`src/rtl/seq_pkg.sv`:
```
package seq_pkg;
	localparam logic [7:0] CTRL_OFS = 8'h00;
	localparam logic [7:0] PASS_OFS = 8'h04;
	localparam logic [7:0] SEQ_MAP_OFS = 8'h08;
	localparam logic [7:0] STATUS_OFS = 8'h0C;
	localparam int CTRL_WARN_BIT = 0;
	localparam int CTRL_POWER_BIT = 1;
	localparam int CTRL_MAN_LSB = 2;
	localparam int CTRL_IVL_LSB = 8;
	localparam logic [31:0] CTRL_RESET = 32'h0000_3202;
	localparam logic [31:0] PASS_RESET = 32'h0000_0000;
	localparam logic [31:0] SEQ_MAP_RESET = 32'h0000_00E4;
	localparam int ST_NORMAL_BIT = 0;
	localparam int ST_EXTENDED_BIT = 1;
	localparam int ST_BYPASS_BIT = 2;
	localparam int ST_CUTOUT_BIT = 3;
	localparam int ST_SEQ_LSB = 4;
	localparam int ST_LAMP_LSB = 8;
	localparam int CLK_KHZ = 125_000;
	localparam int PULSE_MS = 40;
	localparam int PULSE_CYC = PULSE_MS * CLK_KHZ;
	localparam int FAST_MS = 250;
	localparam int FAST_CYC = FAST_MS * CLK_KHZ;
	localparam int TICK_CYC = CLK_KHZ * 1000;
	localparam logic [6:0] IVL_MIN_S = 7'h14;
	localparam logic [6:0] IVL_MAX_S = 7'h5A;
	localparam logic [1:0] RESP_OKAY = 2'h0;
	localparam logic [1:0] RESP_SLVERR = 2'h2;
	typedef enum logic [1:0] {
		ST_NORMAL = 2'b00,
		ST_ARMED = 2'b01,
		ST_EXTENDED = 2'b10
	} ctl_state_t;
endpackage

```
`src/rtl/timer_if.sv`:
```
interface timer_if;
	logic power;
	logic fast;
	logic force_pulse;
	logic [6:0] interval;
	logic pulse;
	logic pulse_start;
	modport ctrl(output power, output fast, output force_pulse, output interval, input pulse, input pulse_start);
	modport timer(input power, input fast, input force_pulse, input interval, output pulse, output pulse_start);
endinterface

```
`src/rtl/control_period_sequencer.sv`:
```
module control_period_sequencer
	import seq_pkg::*;
#(
	parameter int TICK_N = TICK_CYC,
	parameter int PULSE_N = PULSE_CYC,
	parameter int FAST_N = FAST_CYC
)(
	input wire logic CLK_SYS_I,
	input wire logic RESET_I,
	input wire logic CUTOUT_I,
	input wire logic [7:0] AXI_AWADDR_I,
	input wire logic AXI_AWVALID_I,
	output logic AXI_AWREADY_O,
	input wire logic [31:0] AXI_WDATA_I,
	input wire logic [3:0] AXI_WSTRB_I,
	input wire logic AXI_WVALID_I,
	output logic AXI_WREADY_O,
	output logic [1:0] AXI_BRESP_O,
	output logic AXI_BVALID_O,
	input wire logic AXI_BREADY_I,
	input wire logic [7:0] AXI_ARADDR_I,
	input wire logic AXI_ARVALID_I,
	output logic AXI_ARREADY_O,
	output logic [31:0] AXI_RDATA_O,
	output logic [1:0] AXI_RRESP_O,
	output logic AXI_RVALID_O,
	input wire logic AXI_RREADY_I,
	output logic [3:0] ROUTE_O,
	output logic [3:0] LAMP_O,
	output logic [15:0] PANEL_LAMP_O,
	output logic TIMER_ON_O,
	output logic NORMAL_O,
	output logic EXTENDED_O,
	output logic BYPASS_O
);
	// ----------------------------------------------------------------
	// Register decode helpers
	// ----------------------------------------------------------------
	function automatic logic [2:0] reg_sel(input logic [7:0] a);
		logic [2:0] r;
		r = 3'h0;
		case (a)
			CTRL_OFS: r = 3'h4;
			PASS_OFS: r = 3'h5;
			SEQ_MAP_OFS: r = 3'h6;
			STATUS_OFS: r = 3'h7;
			default: r = 3'h0;
		endcase
		return r;
	endfunction

	function automatic logic [31:0] merge(input logic [31:0] old, input logic [31:0] nw, input logic [3:0] be);
		logic [31:0] r;
		r = old;
		for (int b = 0; b < 4; b++)
			if (be[b])
				r[8*b +: 8] = nw[8*b +: 8];
		return r;
	endfunction

	// ----------------------------------------------------------------
	// Cutout synchroniser
	// ----------------------------------------------------------------
	logic cut_s1_q, cut_s2_q, cut_s3_q;
	logic cut_q, cut_d;

	// A change is only believed once two stages agree, which rejects a single
	// metastable sample on the slow relay-driven line.
	always_comb
	begin
		cut_d = (cut_s2_q == cut_s3_q) ? cut_s3_q : cut_q;
	end

	always_ff @(posedge CLK_SYS_I)
	begin
		if (RESET_I)
		begin
			cut_s1_q <= 1'b0;
			cut_s2_q <= 1'b0;
			cut_s3_q <= 1'b0;
			cut_q <= 1'b0;
		end
		else
		begin
			cut_s1_q <= CUTOUT_I;
			cut_s2_q <= cut_s1_q;
			cut_s3_q <= cut_s2_q;
			cut_q <= cut_d;
		end
	end

	// ----------------------------------------------------------------
	// Register bus
	// ----------------------------------------------------------------
	logic [31:0] ctrl_q, ctrl_d, pass_q, pass_d, map_q, map_d;
	logic aw_have_q, aw_have_d, w_have_q, w_have_d;
	logic [7:0] awaddr_q, awaddr_d;
	logic [31:0] wdata_q, wdata_d;
	logic [3:0] wstrb_q, wstrb_d;
	logic bvalid_q, bvalid_d, rvalid_q, rvalid_d;
	logic [1:0] bresp_q, bresp_d, rresp_q, rresp_d;
	logic [31:0] rdata_q, rdata_d, status;
	logic [2:0] wsel, rsel;

	assign AXI_AWREADY_O = !aw_have_q && !bvalid_q;
	assign AXI_WREADY_O = !w_have_q && !bvalid_q;
	assign AXI_ARREADY_O = !rvalid_q;

	always_comb
	begin
		ctrl_d = ctrl_q;
		pass_d = pass_q;
		map_d = map_q;
		aw_have_d = aw_have_q;
		w_have_d = w_have_q;
		awaddr_d = awaddr_q;
		wdata_d = wdata_q;
		wstrb_d = wstrb_q;
		bvalid_d = bvalid_q;
		bresp_d = bresp_q;
		rvalid_d = rvalid_q;
		rresp_d = rresp_q;
		rdata_d = rdata_q;
		wsel = reg_sel(awaddr_q);
		rsel = reg_sel(AXI_ARADDR_I);
		if (AXI_AWVALID_I && AXI_AWREADY_O)
		begin
			aw_have_d = 1'b1;
			awaddr_d = AXI_AWADDR_I;
		end
		if (AXI_WVALID_I && AXI_WREADY_O)
		begin
			w_have_d = 1'b1;
			wdata_d = AXI_WDATA_I;
			wstrb_d = AXI_WSTRB_I;
		end
		if (aw_have_q && w_have_q)
		begin
			aw_have_d = 1'b0;
			w_have_d = 1'b0;
			bvalid_d = 1'b1;
			bresp_d = wsel[2] ? RESP_OKAY : RESP_SLVERR;
			case (wsel)
				3'h4: ctrl_d = merge(ctrl_q, wdata_q, wstrb_q);
				3'h5: pass_d = merge(pass_q, wdata_q, wstrb_q);
				3'h6: map_d = merge(map_q, wdata_q, wstrb_q);
				default: ;
			endcase
		end
		else if (bvalid_q && AXI_BREADY_I)
			bvalid_d = 1'b0;
		if (AXI_ARVALID_I && AXI_ARREADY_O)
		begin
			rvalid_d = 1'b1;
			rresp_d = rsel[2] ? RESP_OKAY : RESP_SLVERR;
			case (rsel)
				3'h4: rdata_d = ctrl_q;
				3'h5: rdata_d = pass_q;
				3'h6: rdata_d = map_q;
				3'h7: rdata_d = status;
				default: rdata_d = '0;
			endcase
		end
		else if (rvalid_q && AXI_RREADY_I)
			rvalid_d = 1'b0;
	end

	always_ff @(posedge CLK_SYS_I)
	begin
		if (RESET_I)
		begin
			ctrl_q <= CTRL_RESET;
			pass_q <= PASS_RESET;
			map_q <= SEQ_MAP_RESET;
			aw_have_q <= 1'b0;
			w_have_q <= 1'b0;
			awaddr_q <= '0;
			wdata_q <= '0;
			wstrb_q <= '0;
			bvalid_q <= 1'b0;
			bresp_q <= RESP_OKAY;
			rvalid_q <= 1'b0;
			rresp_q <= RESP_OKAY;
			rdata_q <= '0;
		end
		else
		begin
			ctrl_q <= ctrl_d;
			pass_q <= pass_d;
			map_q <= map_d;
			aw_have_q <= aw_have_d;
			w_have_q <= w_have_d;
			awaddr_q <= awaddr_d;
			wdata_q <= wdata_d;
			wstrb_q <= wstrb_d;
			bvalid_q <= bvalid_d;
			bresp_q <= bresp_d;
			rvalid_q <= rvalid_d;
			rresp_q <= rresp_d;
			rdata_q <= rdata_d;
		end
	end

	assign AXI_BVALID_O = bvalid_q;
	assign AXI_BRESP_O = bresp_q;
	assign AXI_RVALID_O = rvalid_q;
	assign AXI_RRESP_O = rresp_q;
	assign AXI_RDATA_O = rdata_q;

	// ----------------------------------------------------------------
	// Sequencing and control condition
	// ----------------------------------------------------------------
	timer_if tmr();
	ctl_state_t state_q, state_d;
	logic [1:0] seq_q, seq_d;
	logic byp_q, byp_d;
	logic [3:0] route_q, route_d;
	logic warn, auto_seq, pass, deliver;
	logic [2:0] man_sel;
	logic [1:0] seq_station;
	logic [6:0] ivl_raw;

	assign warn = ctrl_q[CTRL_WARN_BIT];
	assign man_sel = ctrl_q[CTRL_MAN_LSB +: 3];
	assign ivl_raw = ctrl_q[CTRL_IVL_LSB +: 7];
	assign auto_seq = (man_sel == 3'h0);
	assign seq_station = map_q[2*seq_q +: 2];
	assign pass = pass_q[4 + seq_q] | pass_q[seq_station];

	always_comb
	begin
		tmr.power = ctrl_q[CTRL_POWER_BIT];
		tmr.interval = (ivl_raw < IVL_MIN_S) ? IVL_MIN_S : (ivl_raw > IVL_MAX_S) ? IVL_MAX_S : ivl_raw;
		tmr.fast = (state_q == ST_EXTENDED) && warn;
		// The force is ignored by the timer itself while its pulse runs, and
		// bypass falls once that pulse has stepped the sequence.
		tmr.force_pulse = byp_q;
	end

	always_comb
	begin
		deliver = tmr.pulse_start && (state_q == ST_NORMAL) && !cut_q && auto_seq;
		seq_d = deliver ? seq_q + 2'h1 : seq_q;
		byp_d = auto_seq && !cut_q && pass && !deliver;
		state_d = state_q;
		if (byp_q)
			state_d = ST_NORMAL;
		else if (!warn)
			state_d = ST_NORMAL;
		else
		begin
			unique case (state_q)
				ST_NORMAL: state_d = ST_ARMED;
				ST_ARMED: state_d = (tmr.pulse_start && !cut_q) ? ST_EXTENDED : ST_ARMED;
				ST_EXTENDED: state_d = ST_EXTENDED;
				default: state_d = ST_NORMAL;
			endcase
		end
		route_d = '0;
		if (!cut_q)
		begin
			if (auto_seq)
				route_d[seq_station] = !pass;
			else if (man_sel <= 3'h4)
				route_d[man_sel[1:0] - 2'h1] = 1'b1;
		end
	end

	always_ff @(posedge CLK_SYS_I)
	begin
		if (RESET_I)
		begin
			state_q <= ST_NORMAL;
			seq_q <= '0;
			byp_q <= 1'b0;
			route_q <= '0;
		end
		else
		begin
			state_q <= state_d;
			seq_q <= seq_d;
			byp_q <= byp_d;
			route_q <= route_d;
		end
	end

	interval_pulse_stage #(
		.TICK_N(TICK_N),
		.PULSE_N(PULSE_N),
		.FAST_N(FAST_N)
	) u_timer (
		.clk_i(CLK_SYS_I),
		.rst_i(RESET_I),
		.tmr(tmr)
	);

	indicator_blinker u_lamps (
		.clk_i(CLK_SYS_I),
		.rst_i(RESET_I),
		.held_i(route_q),
		.extended_i(state_q == ST_EXTENDED),
		.tick_i(tmr.pulse_start),
		.lamp_o(LAMP_O),
		.panel_o(PANEL_LAMP_O)
	);

	assign ROUTE_O = route_q;
	assign TIMER_ON_O = tmr.power;
	assign NORMAL_O = (state_q == ST_NORMAL);
	assign EXTENDED_O = (state_q == ST_EXTENDED);
	assign BYPASS_O = byp_q;
	assign status = {20'h0_0000, LAMP_O, 2'h0, seq_q, cut_q, byp_q, EXTENDED_O, NORMAL_O};

	logic [31:0] pw_q;
	always_ff @(posedge CLK_SYS_I)
	begin
		if (RESET_I)
			pw_q <= '0;
		else
			pw_q <= tmr.pulse ? pw_q + 32'h0000_0001 : 32'h0000_0000;
	end
endmodule

```
`src/rtl/interval_pulse_stage.sv`:
```
module interval_pulse_stage
	import seq_pkg::*;
#(
	parameter int TICK_N = TICK_CYC,
	parameter int PULSE_N = PULSE_CYC,
	parameter int FAST_N = FAST_CYC
)(
	input wire logic clk_i,
	input wire logic rst_i,
	timer_if.timer tmr
);
	logic [31:0] cnt_q, cnt_d;
	logic [6:0] sec_q, sec_d;
	logic pulse_q, pulse_d;
	logic start_q, start_d;

	always_comb
	begin
		cnt_d = cnt_q;
		sec_d = sec_q;
		pulse_d = pulse_q;
		start_d = 1'b0;
		if (pulse_q)
		begin
			if (cnt_q >= 32'(PULSE_N - 1))
			begin
				pulse_d = 1'b0;
				cnt_d = '0;
			end
			else
				cnt_d = cnt_q + 32'h0000_0001;
		end
		else if (!tmr.power)
		begin
			cnt_d = '0;
			sec_d = '0;
		end
		else if (tmr.force_pulse)
			start_d = 1'b1;
		else if (tmr.fast)
		begin
			if (cnt_q >= 32'(FAST_N - 1))
				start_d = 1'b1;
			else
				cnt_d = cnt_q + 32'h0000_0001;
		end
		else if (cnt_q >= 32'(TICK_N - 1))
		begin
			cnt_d = '0;
			if (sec_q + 7'h01 >= tmr.interval)
				start_d = 1'b1;
			else
				sec_d = sec_q + 7'h01;
		end
		else
			cnt_d = cnt_q + 32'h0000_0001;
		if (start_d)
		begin
			pulse_d = 1'b1;
			cnt_d = '0;
			sec_d = '0;
		end
	end

	// Reset restarts the interval from zero.
	always_ff @(posedge clk_i)
	begin
		if (rst_i)
		begin
			cnt_q <= '0;
			sec_q <= '0;
			pulse_q <= 1'b0;
			start_q <= 1'b0;
		end
		else
		begin
			cnt_q <= cnt_d;
			sec_q <= sec_d;
			pulse_q <= pulse_d;
			start_q <= start_d;
		end
	end

	assign tmr.pulse = pulse_q;
	assign tmr.pulse_start = start_q;
endmodule

```
`src/rtl/indicator_blinker.sv`:
```
module indicator_blinker (
	input wire logic clk_i,
	input wire logic rst_i,
	input wire logic [3:0] held_i,
	input wire logic extended_i,
	input wire logic tick_i,
	output logic [3:0] lamp_o,
	output logic [15:0] panel_o
);
	logic blink_q, blink_d;
	logic [3:0] lamp_q, lamp_d;

	// Bit 0 blue, bit 1 amber, bit 2 green, bit 3 white.
	always_comb
	begin
		blink_d = extended_i ? (blink_q ^ tick_i) : 1'b0;
		lamp_d = held_i & ~{4{blink_q}};
	end

	always_ff @(posedge clk_i)
	begin
		if (rst_i)
		begin
			blink_q <= 1'b0;
			lamp_q <= '0;
		end
		else
		begin
			blink_q <= blink_d;
			lamp_q <= lamp_d;
		end
	end

	assign lamp_o = lamp_q;
	for (genvar p = 0; p < 4; p++)
	begin : g_panel
		assign panel_o[4*p +: 4] = lamp_q;
	end
endmodule

```
`config.mk`:
```
export PLATFORM = sky130hd
export DESIGN_NAME = control_period_sequencer
export DESIGN_NICKNAME = d
export VERILOG_FILES = /design/src/rtl/seq_pkg.sv /design/src/rtl/timer_if.sv /design/src/rtl/control_period_sequencer.sv /design/src/rtl/interval_pulse_stage.sv /design/src/rtl/indicator_blinker.sv
export SDC_FILE = /design/constraint.sdc
export NUM_CORES = 1
export LEC_CHECK = 0
export CAP_MARGIN = 0
export CORE_UTILIZATION = 63
export DETAILED_ROUTE_END_ITERATION = 12
export DONT_BUFFER_PORTS = 1
export HOLD_SLACK_MARGIN = 0.02
export PLACE_DENSITY = 0.79
export SETUP_SLACK_MARGIN = 0.3
export SYNTH_ARGS = -nofsm -noshare
export SYNTH_HDL_FRONTEND = slang
export SYNTH_SLANG_ARGS = --single-unit
```
`constraint.sdc`:
```
create_clock -name CLK_SYS_I -period 3.5 [get_ports CLK_SYS_I]
set_clock_uncertainty 0.05 [all_clocks]
set_input_delay 0.525 -clock CLK_SYS_I [delete_from_list [all_inputs] [get_ports CLK_SYS_I]]
set_output_delay 0.525 -clock CLK_SYS_I [all_outputs]
set_load 0.02 [all_outputs]
```
==> results.toml, run 1 <==
[outcome]
status = "complete, no violations"

[sta]
rsz0062_at_grt = "no"
tightestPinTransition_ns = 1.03
min_period_over_period_pct = 84.1
hold_violations = 0
fmax_mhz = 340
drv_slew = 0
setup_viol = 0
setup_tns_ns = 0
period_needed_ns = 2.94
finalWorstSetupSlack_ns = 0.557
max_slew_margin_pct = 31.4

[final_layout]
layout.nets = 1194
n_antenna_cell = 0
finalNonFillerCells = 1355
postLayoutCellArea_sq_mm = 0.0112
multi_input_area_sq_mm = 0.00519
layout_commonest_cell = "dfxtp_1"
register_area_sq_mm = 0.00474
layout-drive-gt1-share_pct = 7.90
layout_common_cells = "dfxtp_1 (237), nand2_1 (157), nor2_1 (157), mux2i_1 (122), a21oi_1 (59)"
areaGrowthSynthToFinish_pct = 8.13
fill_cells = 1279

[drt]
ant_nets = 0
num_vias = 8135
via_per_inst = 6.00
drc = 0
drtPass1Iterations = 5
routed_wl_microns = 24000
drt-initial-drc-count = 620
wl_per_cell_microns = 17.7

[synth]
async_reset_ff_share_pct = 0
yosysWarnings = 0
postSynthCellCount = 1155
avgSynthCellArea_sq_um = 8.95
yosys.area.top_type = "dfxtp_1"
synth_top_area_share_pct = 45.9
netlist_top_cells_area = "dfxtp_1 (46%), mux2i_1 (12%), nand2_1 (5.7%)"
synth_ff_type = "dfxtp_1"
yosysUniqueCellTypes = 63
synth_area_sq_mm = 0.0103
ys_ff_latch = 237
synth-edff-count = 0
ys_seq_area_share_pct = 45.9

[pwr]
p_sw_share_pct = 22.2
combPwrFrac_pct = 4.1
power_density_mw_per_mm2 = 493
worst_ir_drop_vdd_uv = 406
p_leak_nw = 4.41
power_switching_mw = 1.22
p_seq_share_pct = 51.0
power_frac_clock_pct = 44.9
p_int_mw = 4.28

[clocking]
clkLatencyLatePin_ns = 0.52
cts.sinks = 237
clk_pin_slew_ns = 0.06
h-tree-depth = 1
cts-root-buf = "clkbuf_16"
cts_tree = "yes"
clk_path_buf_depth = 3
numCtsBuffers = 24

[place]
io_buffer_count = 0
dpl_worst_slack_ns = 0.361
placed_cell_area_sq_mm = 0.0104
gp_congestion = 0.882
dp.cells = 1311
place_hpwl_microns = 15600

[hold_path]
hold_path_depth = 1
min_to = "AXI_BVALID_O$_SDFFE_PP0P_"
min_from = "RESET_I"
hp-class = "in -> reg"

[floorplan]
ios = 129
die_h_microns = 130
die_x_microns = 130
num_rows = 46
start_util_pct = 64.8
dieArea_sq_mm = 0.0169
coreArea_sq_mm = 0.0159

[setup_path]
path_class = "reg -> reg"
start_kind = "flop"
r2r_end = "u_timer.sec_q[0]$_SDFFE_PP0P_"
worst_path_max_delay_cell = "dfxtp_1"
cpPeakStageDelay_ns = 0.44
ff2ff_path_depth = 12
end_kind = "flop"
cp.arrival_ns = 3.31
required_ns = 3.87
cp_max_fo = 17
r2r_start = "u_timer.sec_q[0]$_SDFFE_PP0P_"
reg2reg_slack_ns = 0.56
crit_top_cell = "ha_1"
path_cells = "ha_1 > nand3_1 > nor2_1 > xor2_1 > ha_1 > a21oi_1 > and3_1 > o21ai_0 > nand2_1 > o21ai_2 > buf_4 > nor4_2"

[global_routing]
grt_pass1_wl_microns = 37600
grt_max_degree = 182
grt.overflow.total = 0
antenna_found_initial = 0
grt_use_total_pct = 28.1
grt_pass1_vias = 7624

[flow_run]
drv_cap = 0
==> cells in the mapped netlist, drive strengths merged (2+ instances only) <==
cell type / number
ha: 9
nand3: 30
a211oi: 22
a22oi: 32
clkbuf: 51
a21o: 3
nand4bb: 3
nand4: 9
nor3b: 2
o31ai: 7
and2: 15
nor4bb: 2
o41ai: 4
mux2i: 122
nor4: 8
dfxtp: 237
or3: 16
buf: 31
or2: 2
nand3b: 4
a21oi: 59
a31oi: 9
nand4b: 2
o211ai: 2
xor2: 13
inv: 14
o21ai: 46
nor2b: 9
and3: 9
nand2b: 5
mux4: 13
xnor2: 4
nor3: 24
nand2: 157
nor2: 157
or4: 10
==> repair_timing <==
item	CTS	global route
resized for setup	0	1
hold buffers	0	3
endpoints found under the hold margin	0	2
endpoints found under the setup margin	0	4
setup buffers	0	1
==> per-layer routing <==
| layer | wire, microns | part of all wire (%) | track usage (%) |
|---|---|---|---|
| met5 | 0 | 0 | 0 |
| met4 | 574 | 2.4 | 9.23 |
| met3 | 1340 | 5.6 | 5.45 |
| met2 | 12000 | 50 | 49.8 |
| met1 | 10100 | 42 | 34.1 |
==> flip-flops by register name, indices dropped and copies added, names as in the netlist, 2 cells and up <==
| signal | flops |
|---|---|
| AXI_RDATA_O | 32 |
| ctrl_q | 32 |
| map_q | 32 |
| pass_q | 32 |
| u_timer.cnt_q | 32 |
| wdata_q | 32 |
| awaddr_q | 8 |
| u_timer.sec_q | 7 |
| ROUTE_O | 4 |
| u_lamps.lamp_o | 4 |
| wstrb_q | 4 |
| seq_q | 2 |
| state_q | 2 |
==> layout make-up <==
class                           count  share of cell area [%]
Multi-Input combinational cell    828                    46.4
Sequential cell                   237                    42.4
Clock buffer                       33                    6.21
Tap cell                          216                    2.42
Timing Repair Buffer               20                    1.41
Clock inverter                      7                   0.660
Inverter                           14                   0.470
==> critical path, delay by kind of cell (launching register included) <==
| kind | cells | cell delay (ns) |
|---|---|---|
| and+or+nand+nor | 5 | 0.99 |
| adders and majority gates | 2 | 0.55 |
| DFF | 1 | 0.44 |
| AOI/OAI and AO/OA | 3 | 0.37 |
| xor gates and xnor gates | 1 | 0.22 |
| buffers and inverters | 1 | 0.22 |
==> worst max path at each step <==
stage                                    from                        endpoint  cells past startpoint
2_1_floorplan   u_timer.sec_q[0]$_SDFFE_PP0P_   u_timer.sec_q[3]$_SDFFE_PP0P_                     11
3_3_place_gp   u_timer.cnt_q[31]$_SDFFE_PP0P_  u_timer.cnt_q[17]$_SDFFE_PP0P_                      6
3_5_place_dp   u_timer.cnt_q[31]$_SDFFE_PP0P_  u_timer.cnt_q[17]$_SDFFE_PP0P_                      6
4_1_cts        u_timer.cnt_q[31]$_SDFFE_PP0P_  u_timer.cnt_q[17]$_SDFFE_PP0P_                      6
5_1_grt         u_timer.sec_q[0]$_SDFFE_PP0P_   u_timer.sec_q[0]$_SDFFE_PP0P_                     12
6_report        u_timer.sec_q[0]$_SDFFE_PP0P_   u_timer.sec_q[0]$_SDFFE_PP0P_                     12
==> stage by stage <==
stage	hold slack, ns	utilization [%]	total power [mW]
6_report	0.0360	70.1	5.51
5_1_grt	0.0212	70.1	5.69
4_1_cts	0.0245	69.8	5.54
3_5_place_dp	0.374	65.0	3.09
3_3_place_gp	0.377	65.0	3.08
2_1_floorplan	0.364	-	3.06
==> power by group through the flow <==
stage / Sequential, mW / Clock [mW] / Combinational (mW)
floorplan: 2.85 / 0 / 0.215
global placement: 2.86 / 0 / 0.213
detailed placement: 2.87 / 0 / 0.220
CTS: 2.81 / 2.51 / 0.221
global route: 2.81 / 2.63 / 0.249
finish: 2.81 / 2.48 / 0.225
==> kinds of logic after synthesis <==
logic type,count (synthesis),share of synthesized area (%)
and+or+nand+nor,467,20.9
DFF,237,45.9
AOI/OAI and AO/OA,193,11.7
muxes,135,14.6
buffers and inverters,96,4.28
xor gates and xnor gates,17,1.44
adders and majority gates,9,1.09
other,1,0.0363
No activity file was read; power rests on OpenSTA's default activity.
==> inputs of run 2 (changes only) <==
==> constraint.sdc (replaced) <==
create_clock -name CLK_SYS_I -period 2.9 [get_ports CLK_SYS_I]
set_clock_uncertainty 0.05 [all_clocks]
set_input_delay 0.435 -clock CLK_SYS_I [delete_from_list [all_inputs] [get_ports CLK_SYS_I]]
set_output_delay 0.435 -clock CLK_SYS_I [all_outputs]
set_load 0.02 [all_outputs]
==> results.toml, run 2 (synthesized netlist as in run 1, its figures left out) <==
[outcome]
status = "complete, no violations"

[clocking]
cts.sinks = 237
clkLatencyLatePin_ns = 0.54
clk_path_buf_depth = 3
cts_tree = "yes"
h-tree-depth = 1
numCtsBuffers = 25
clk_pin_slew_ns = 0.06
cts-root-buf = "clkbuf_16"

[drt]
drtPass1Iterations = 6
via_per_inst = 5.99
routed_wl_microns = 25800
drc = 0
num_vias = 8721
drt-initial-drc-count = 580
wl_per_cell_microns = 17.7
ant_nets = 0

[floorplan]
coreArea_sq_mm = 0.0159
die_x_microns = 130
dieArea_sq_mm = 0.0169
ios = 129
num_rows = 46
start_util_pct = 64.8
die_h_microns = 130

[setup_path]
path_class = "reg -> reg"
worst-path-stages = 7
end_kind = "flop"
r2r_start = "AXI_RVALID_O$_SDFFE_PP0P_"
cp_max_fo = 33
endpoint = "AXI_RDATA_O[24]$_SDFFE_PP0P_"
cp.arrival_ns = 2.94
r2r_end = "AXI_RDATA_O[24]$_SDFFE_PP0P_"
cpPeakStageDelay_ns = 0.58
path_cells = "inv_1 > nand2_1 > nor4_2 > buf_4 > a22oi_1 > nor2_1 > dlygate4sd3_1"
critPathBufInv = 3
worst_path_max_delay_cell = "dlygate4sd3_1"
crit_family = "buffers and inverters"
crit_path_start = "AXI_RVALID_O$_SDFFE_PP0P_"
start_kind = "flop"
ff2ff_path_depth = 7
reg2reg_slack_ns = 0.39
required_ns = 3.33

[pwr]
power.total_mw = 6.89
worst_ir_drop_vdd_uv = 494
p_leak_nw = 5.00
power_density_mw_per_mm2 = 560

[final_layout]
layout_commonest_cell = "dfxtp_1"
layout-drive-gt1-share_pct = 11.7
final_core_util_pct = 77.1
layout_common_cells = "dfxtp_1 (225), nand2_1 (156), nor2_1 (154), mux2i_1 (122), dlygate4sd3_1 (76)"
layout.nets = 1290
areaGrowthSynthToFinish_pct = 18.9
n_antenna_cell = 0

[flow_run]
drv_cap = 0

[place]
gp_congestion = 0.873
place_hpwl_microns = 15600
io_buffer_count = 0
dpl_worst_slack_ns = 0.190

[sta]
fmax_mhz = 398
max_slew_margin_pct = 56.6
tightestPinTransition_ns = 0.650
drv_slew = 0
rsz0062_at_grt = "yes"
period_needed_ns = 2.51
min_period_over_period_pct = 86.7
setup_viol = 0
finalWorstSetupSlack_ns = 0.387
hold_violations = 0
setup_tns_ns = 0

[global_routing]
antenna_found_initial = 0
grt_use_total_pct = 30.7
grt_pass1_wl_microns = 41300
grt_pass1_vias = 8520
grt.overflow.total = 0
grt_max_degree = 121

[hold_path]
hp-class = "in -> reg"
==> run 2: worst min-delay path by stage <==
stage,depth (start not counted),to,slack (ns),from
6_report,2,AXI_RRESP_O[1]$_SDFFE_PP0P_,0.05,AXI_ARVALID_I
5_1_grt,2,wdata_q[6]$_SDFFE_PP0P_,0.05,AXI_WDATA_I[6]
2_1_floorplan,1,cut_s2_q$_SDFF_PP0_,0.36,cut_s1_q$_SDFF_PP0_
3_5_place_dp,1,u_timer.cnt_q[0]$_SDFFE_PP0P_,0.39,u_timer.cnt_q[0]$_SDFFE_PP0P_
3_3_place_gp,1,cut_s2_q$_SDFF_PP0_,0.37,cut_s1_q$_SDFF_PP0_
4_1_cts,2,wdata_q[6]$_SDFFE_PP0P_,0.04,AXI_WDATA_I[6]
==> run 2: routing by layer <==
layer	wire, microns	up-vias	share of wire (%)	GRT usage, %
met5	0	-	0	0
met2	12800	274	49	54.9
met3	1560	58	6.1	5.58
met1	10700	4198	41	36.6
met4	828	0	3.2	11.4
li1	-	4191	-	-
==> run 2: cell type report <==
cell class	instances	area, sq um
Multi-Input combinational cell	828	5320
Inverter	14	52.6
Sequential cell	237	4760
Tap cell	216	270
Timing Repair Buffer	115	1090
Clock inverter	8	80.1
Clock buffer	38	724
Fill cell	1093	3650
==> run 2: stage by stage <==
stage               instance area (sq um)  hold WS, ns  instances
detailed placement                  10500        0.390       1326
global route                        12300       0.0462       1456
global placement                    10500        0.374       1326
CTS                                 12100       0.0439       1452
finish                              12300       0.0515       1456
floorplan                           10400        0.364       1161
==> run 2: report_power, final <==
part | switching (mW) | internal (mW) | leakage, nW | total (mW)
Sequential | 0.0666 | 3.32 | 1.92 | 3.39
Clock | 1.29 | 1.82 | 0.401 | 3.11
Combinational | 0.229 | 0.164 | 2.68 | 0.393
==> run 2: repair_timing <==
action / 4_1_cts / 5_1_grt
endpoints found under the hold margin: 178 / 0
pin swaps: 3 / 6
resized for setup: 5 / 41
endpoints found under the setup margin: 32 / 38
cloned: 0 / 1
hold buffers: 77 / 0
buffers inserted: 3 / 3
==> inputs of run 3 (changes only) <==
--- a/config.mk
+++ b/config.mk
@@ -11,6 +11,7 @@
 export DONT_BUFFER_PORTS = 1
 export HOLD_SLACK_MARGIN = 0.02
 export PLACE_DENSITY = 0.79
+export REMOVE_ABC_BUFFERS = 1
 export SETUP_SLACK_MARGIN = 0.3
 export SYNTH_ARGS = -nofsm -noshare
 export SYNTH_HDL_FRONTEND = slang
==> results.toml, run 3 (synthesized netlist as in run 1, its figures left out) <==
[sta]
max_slew_margin_pct = 56.6
drv_slew = 0
tightestPinTransition_ns = 0.649
whs_ns = 0.0201
hold_violations = 0
min_period_over_period_pct = 93.7
period_needed_ns = 2.72
rsz0062_at_grt = "yes"
fmax_mhz = 368
setup_viol = 0

[floorplan]
start_util_pct = 64.8
ios = 129
dieArea_sq_mm = 0.0169
coreArea_sq_mm = 0.0159
die_h_microns = 130
die_x_microns = 130
num_rows = 46

[clocking]
clk_path_buf_depth = 3
cts.sinks = 237
clk_pin_slew_ns = 0.06
cts-root-buf = "clkbuf_16"
clkLatencyLatePin_ns = 0.55
numCtsBuffers = 25
cts_tree = "yes"
h-tree-depth = 1

[pwr]
p_sw_share_pct = 22.5
p_leak_nw = 5.13
power_switching_mw = 1.66
power_density_mw_per_mm2 = 590
combPwrFrac_pct = 5.5
worst_ir_drop_vdd_uv = 839
p_int_mw = 5.74
power_frac_clock_pct = 48.7
p_seq_share_pct = 45.8

[flow_run]
drv_cap = 0

[setup_path]
path_class = "reg -> reg"
r2r_end = "u_timer.cnt_q[23]$_SDFFE_PP0P_"
crit_path_start = "u_timer.sec_q[0]$_SDFFE_PP0P_"
r2r_start = "u_timer.sec_q[0]$_SDFFE_PP0P_"
endpoint = "u_timer.cnt_q[23]$_SDFFE_PP0P_"
cp.arrival_ns = 3.07
start_kind = "flop"
end_kind = "flop"
reg2reg_slack_ns = 0.18
cp_max_fo = 13
ff2ff_path_depth = 12
required_ns = 3.25

[place]
place_hpwl_microns = 15100
gp_congestion = 0.903
io_buffer_count = 0
placed_cell_area_sq_mm = 0.0105

[global_routing]
grt_use_total_pct = 31.0
grt_max_degree = 121
antenna_found_initial = 0
grt.overflow.total = 0
grt_pass1_wl_microns = 41500
grt_pass1_vias = 8386

[final_layout]
postLayoutCellArea_sq_mm = 0.0125
layout-drive-gt1-share_pct = 12.5
layout_commonest_cell = "dfxtp_1"
n_antenna_cell = 0
layout_common_cells = "dfxtp_1 (232), nand2_1 (156), nor2_1 (155), mux2i_1 (122), dlygate4sd3_1 (71)"
areaGrowthSynthToFinish_pct = 21.3
layout.nets = 1294

[drt]
drc = 0
wl_per_cell_microns = 18.8
via_per_inst = 6.12
num_vias = 8925
drt-initial-drc-count = 805
drtPass1Iterations = 5
routed_wl_microns = 27400
ant_nets = 0

[hold_path]
hp-class = "in -> reg"

[outcome]
status = "complete, no violations"
## run 3: power by group through the flow
stage                     clock network [mW]  registers (mW)  logic, mW
final                                   3.60            3.39      0.409
after global routing                    3.75            3.39      0.439
after CTS                               3.61            3.38      0.374
after detailed placement                   0            3.45      0.283
after global placement                     0            3.45      0.276
after floorplan                            0            3.44      0.191
## run 3: timing repair
item / 4_1_cts / 5_1_grt
setup endpoints to repair: 33 / 42
hold buffers: 72 / 0
pin swaps: 6 / 6
buffers inserted: 5 / 8
hold endpoints to repair: 178 / 0
gates cloned: 0 / 3
gates resized for setup: 11 / 27
## run 3: final cells by class
type,count,area [sq um]
clock buffer,30,694
clock inverter,15,245
fill,1024,3400
inverter,14,52.6
multi-input combinational,828,5350
sequential,237,4750
tap,216,270
timing repair buffer,119,1170
## run 3: through the flow
stage               total power, mW  setup WS, ns  setup TNS [ns]  std cells  utilization [%]
finish                         7.40         0.182               0       1459             78.6
global route                   7.58        0.0716               0       1459             78.6
CTS                            7.36         0.308               0       1448             77.1
detailed placement             3.73        0.0504               0       1326             66.0
global placement               3.72         0.184               0       1326             66.0
floorplan                      3.63         -1.16          -54.20       1079                -
## run 3: worst min path at each step
| stage | cells past startpoint | end | slack [ns] | from |
|---|---|---|---|---|
| 2_1_floorplan | 1 | cut_s2_q$_SDFF_PP0_ | 0.36 | cut_s1_q$_SDFF_PP0_ |
| 3_3_place_gp | 1 | cut_s2_q$_SDFF_PP0_ | 0.37 | cut_s1_q$_SDFF_PP0_ |
| 3_5_place_dp | 1 | cut_s2_q$_SDFF_PP0_ | 0.38 | cut_s1_q$_SDFF_PP0_ |
| 4_1_cts | 2 | wdata_q[8]$_SDFFE_PP0P_ | 0.02 | AXI_WDATA_I[8] |
| 5_1_grt | 2 | wdata_q[13]$_SDFFE_PP0P_ | 0.03 | AXI_WDATA_I[13] |
| 6_report | 2 | wdata_q[13]$_SDFFE_PP0P_ | 0.02 | AXI_WDATA_I[13] |
## run 3: critical path, cell delays in order (launching register included)
cell and delay (ns):
dfxtp_1 0.37, buf_4 0.16, nand3_2 0.14, nor2_2 0.16, xor2_1 0.23, ha_1 0.22
nand4_1 0.14, and3_1 0.25, o21ai_2 0.10, nand2_2 0.12, o21ai_4 0.33, clkbuf_16 0.25
a211oi_2 0.05
## run 3: per-layer routing
layer | track usage [%] | up-vias | part of all wire, %
met5 | 0 | - | 0
met1 | 39.1 | 4336 | 41
met2 | 53.8 | 323 | 50
met4 | 9.71 | 0 | 2.8
li1 | - | 4195 | -
met3 | 5.37 | 71 | 6.6
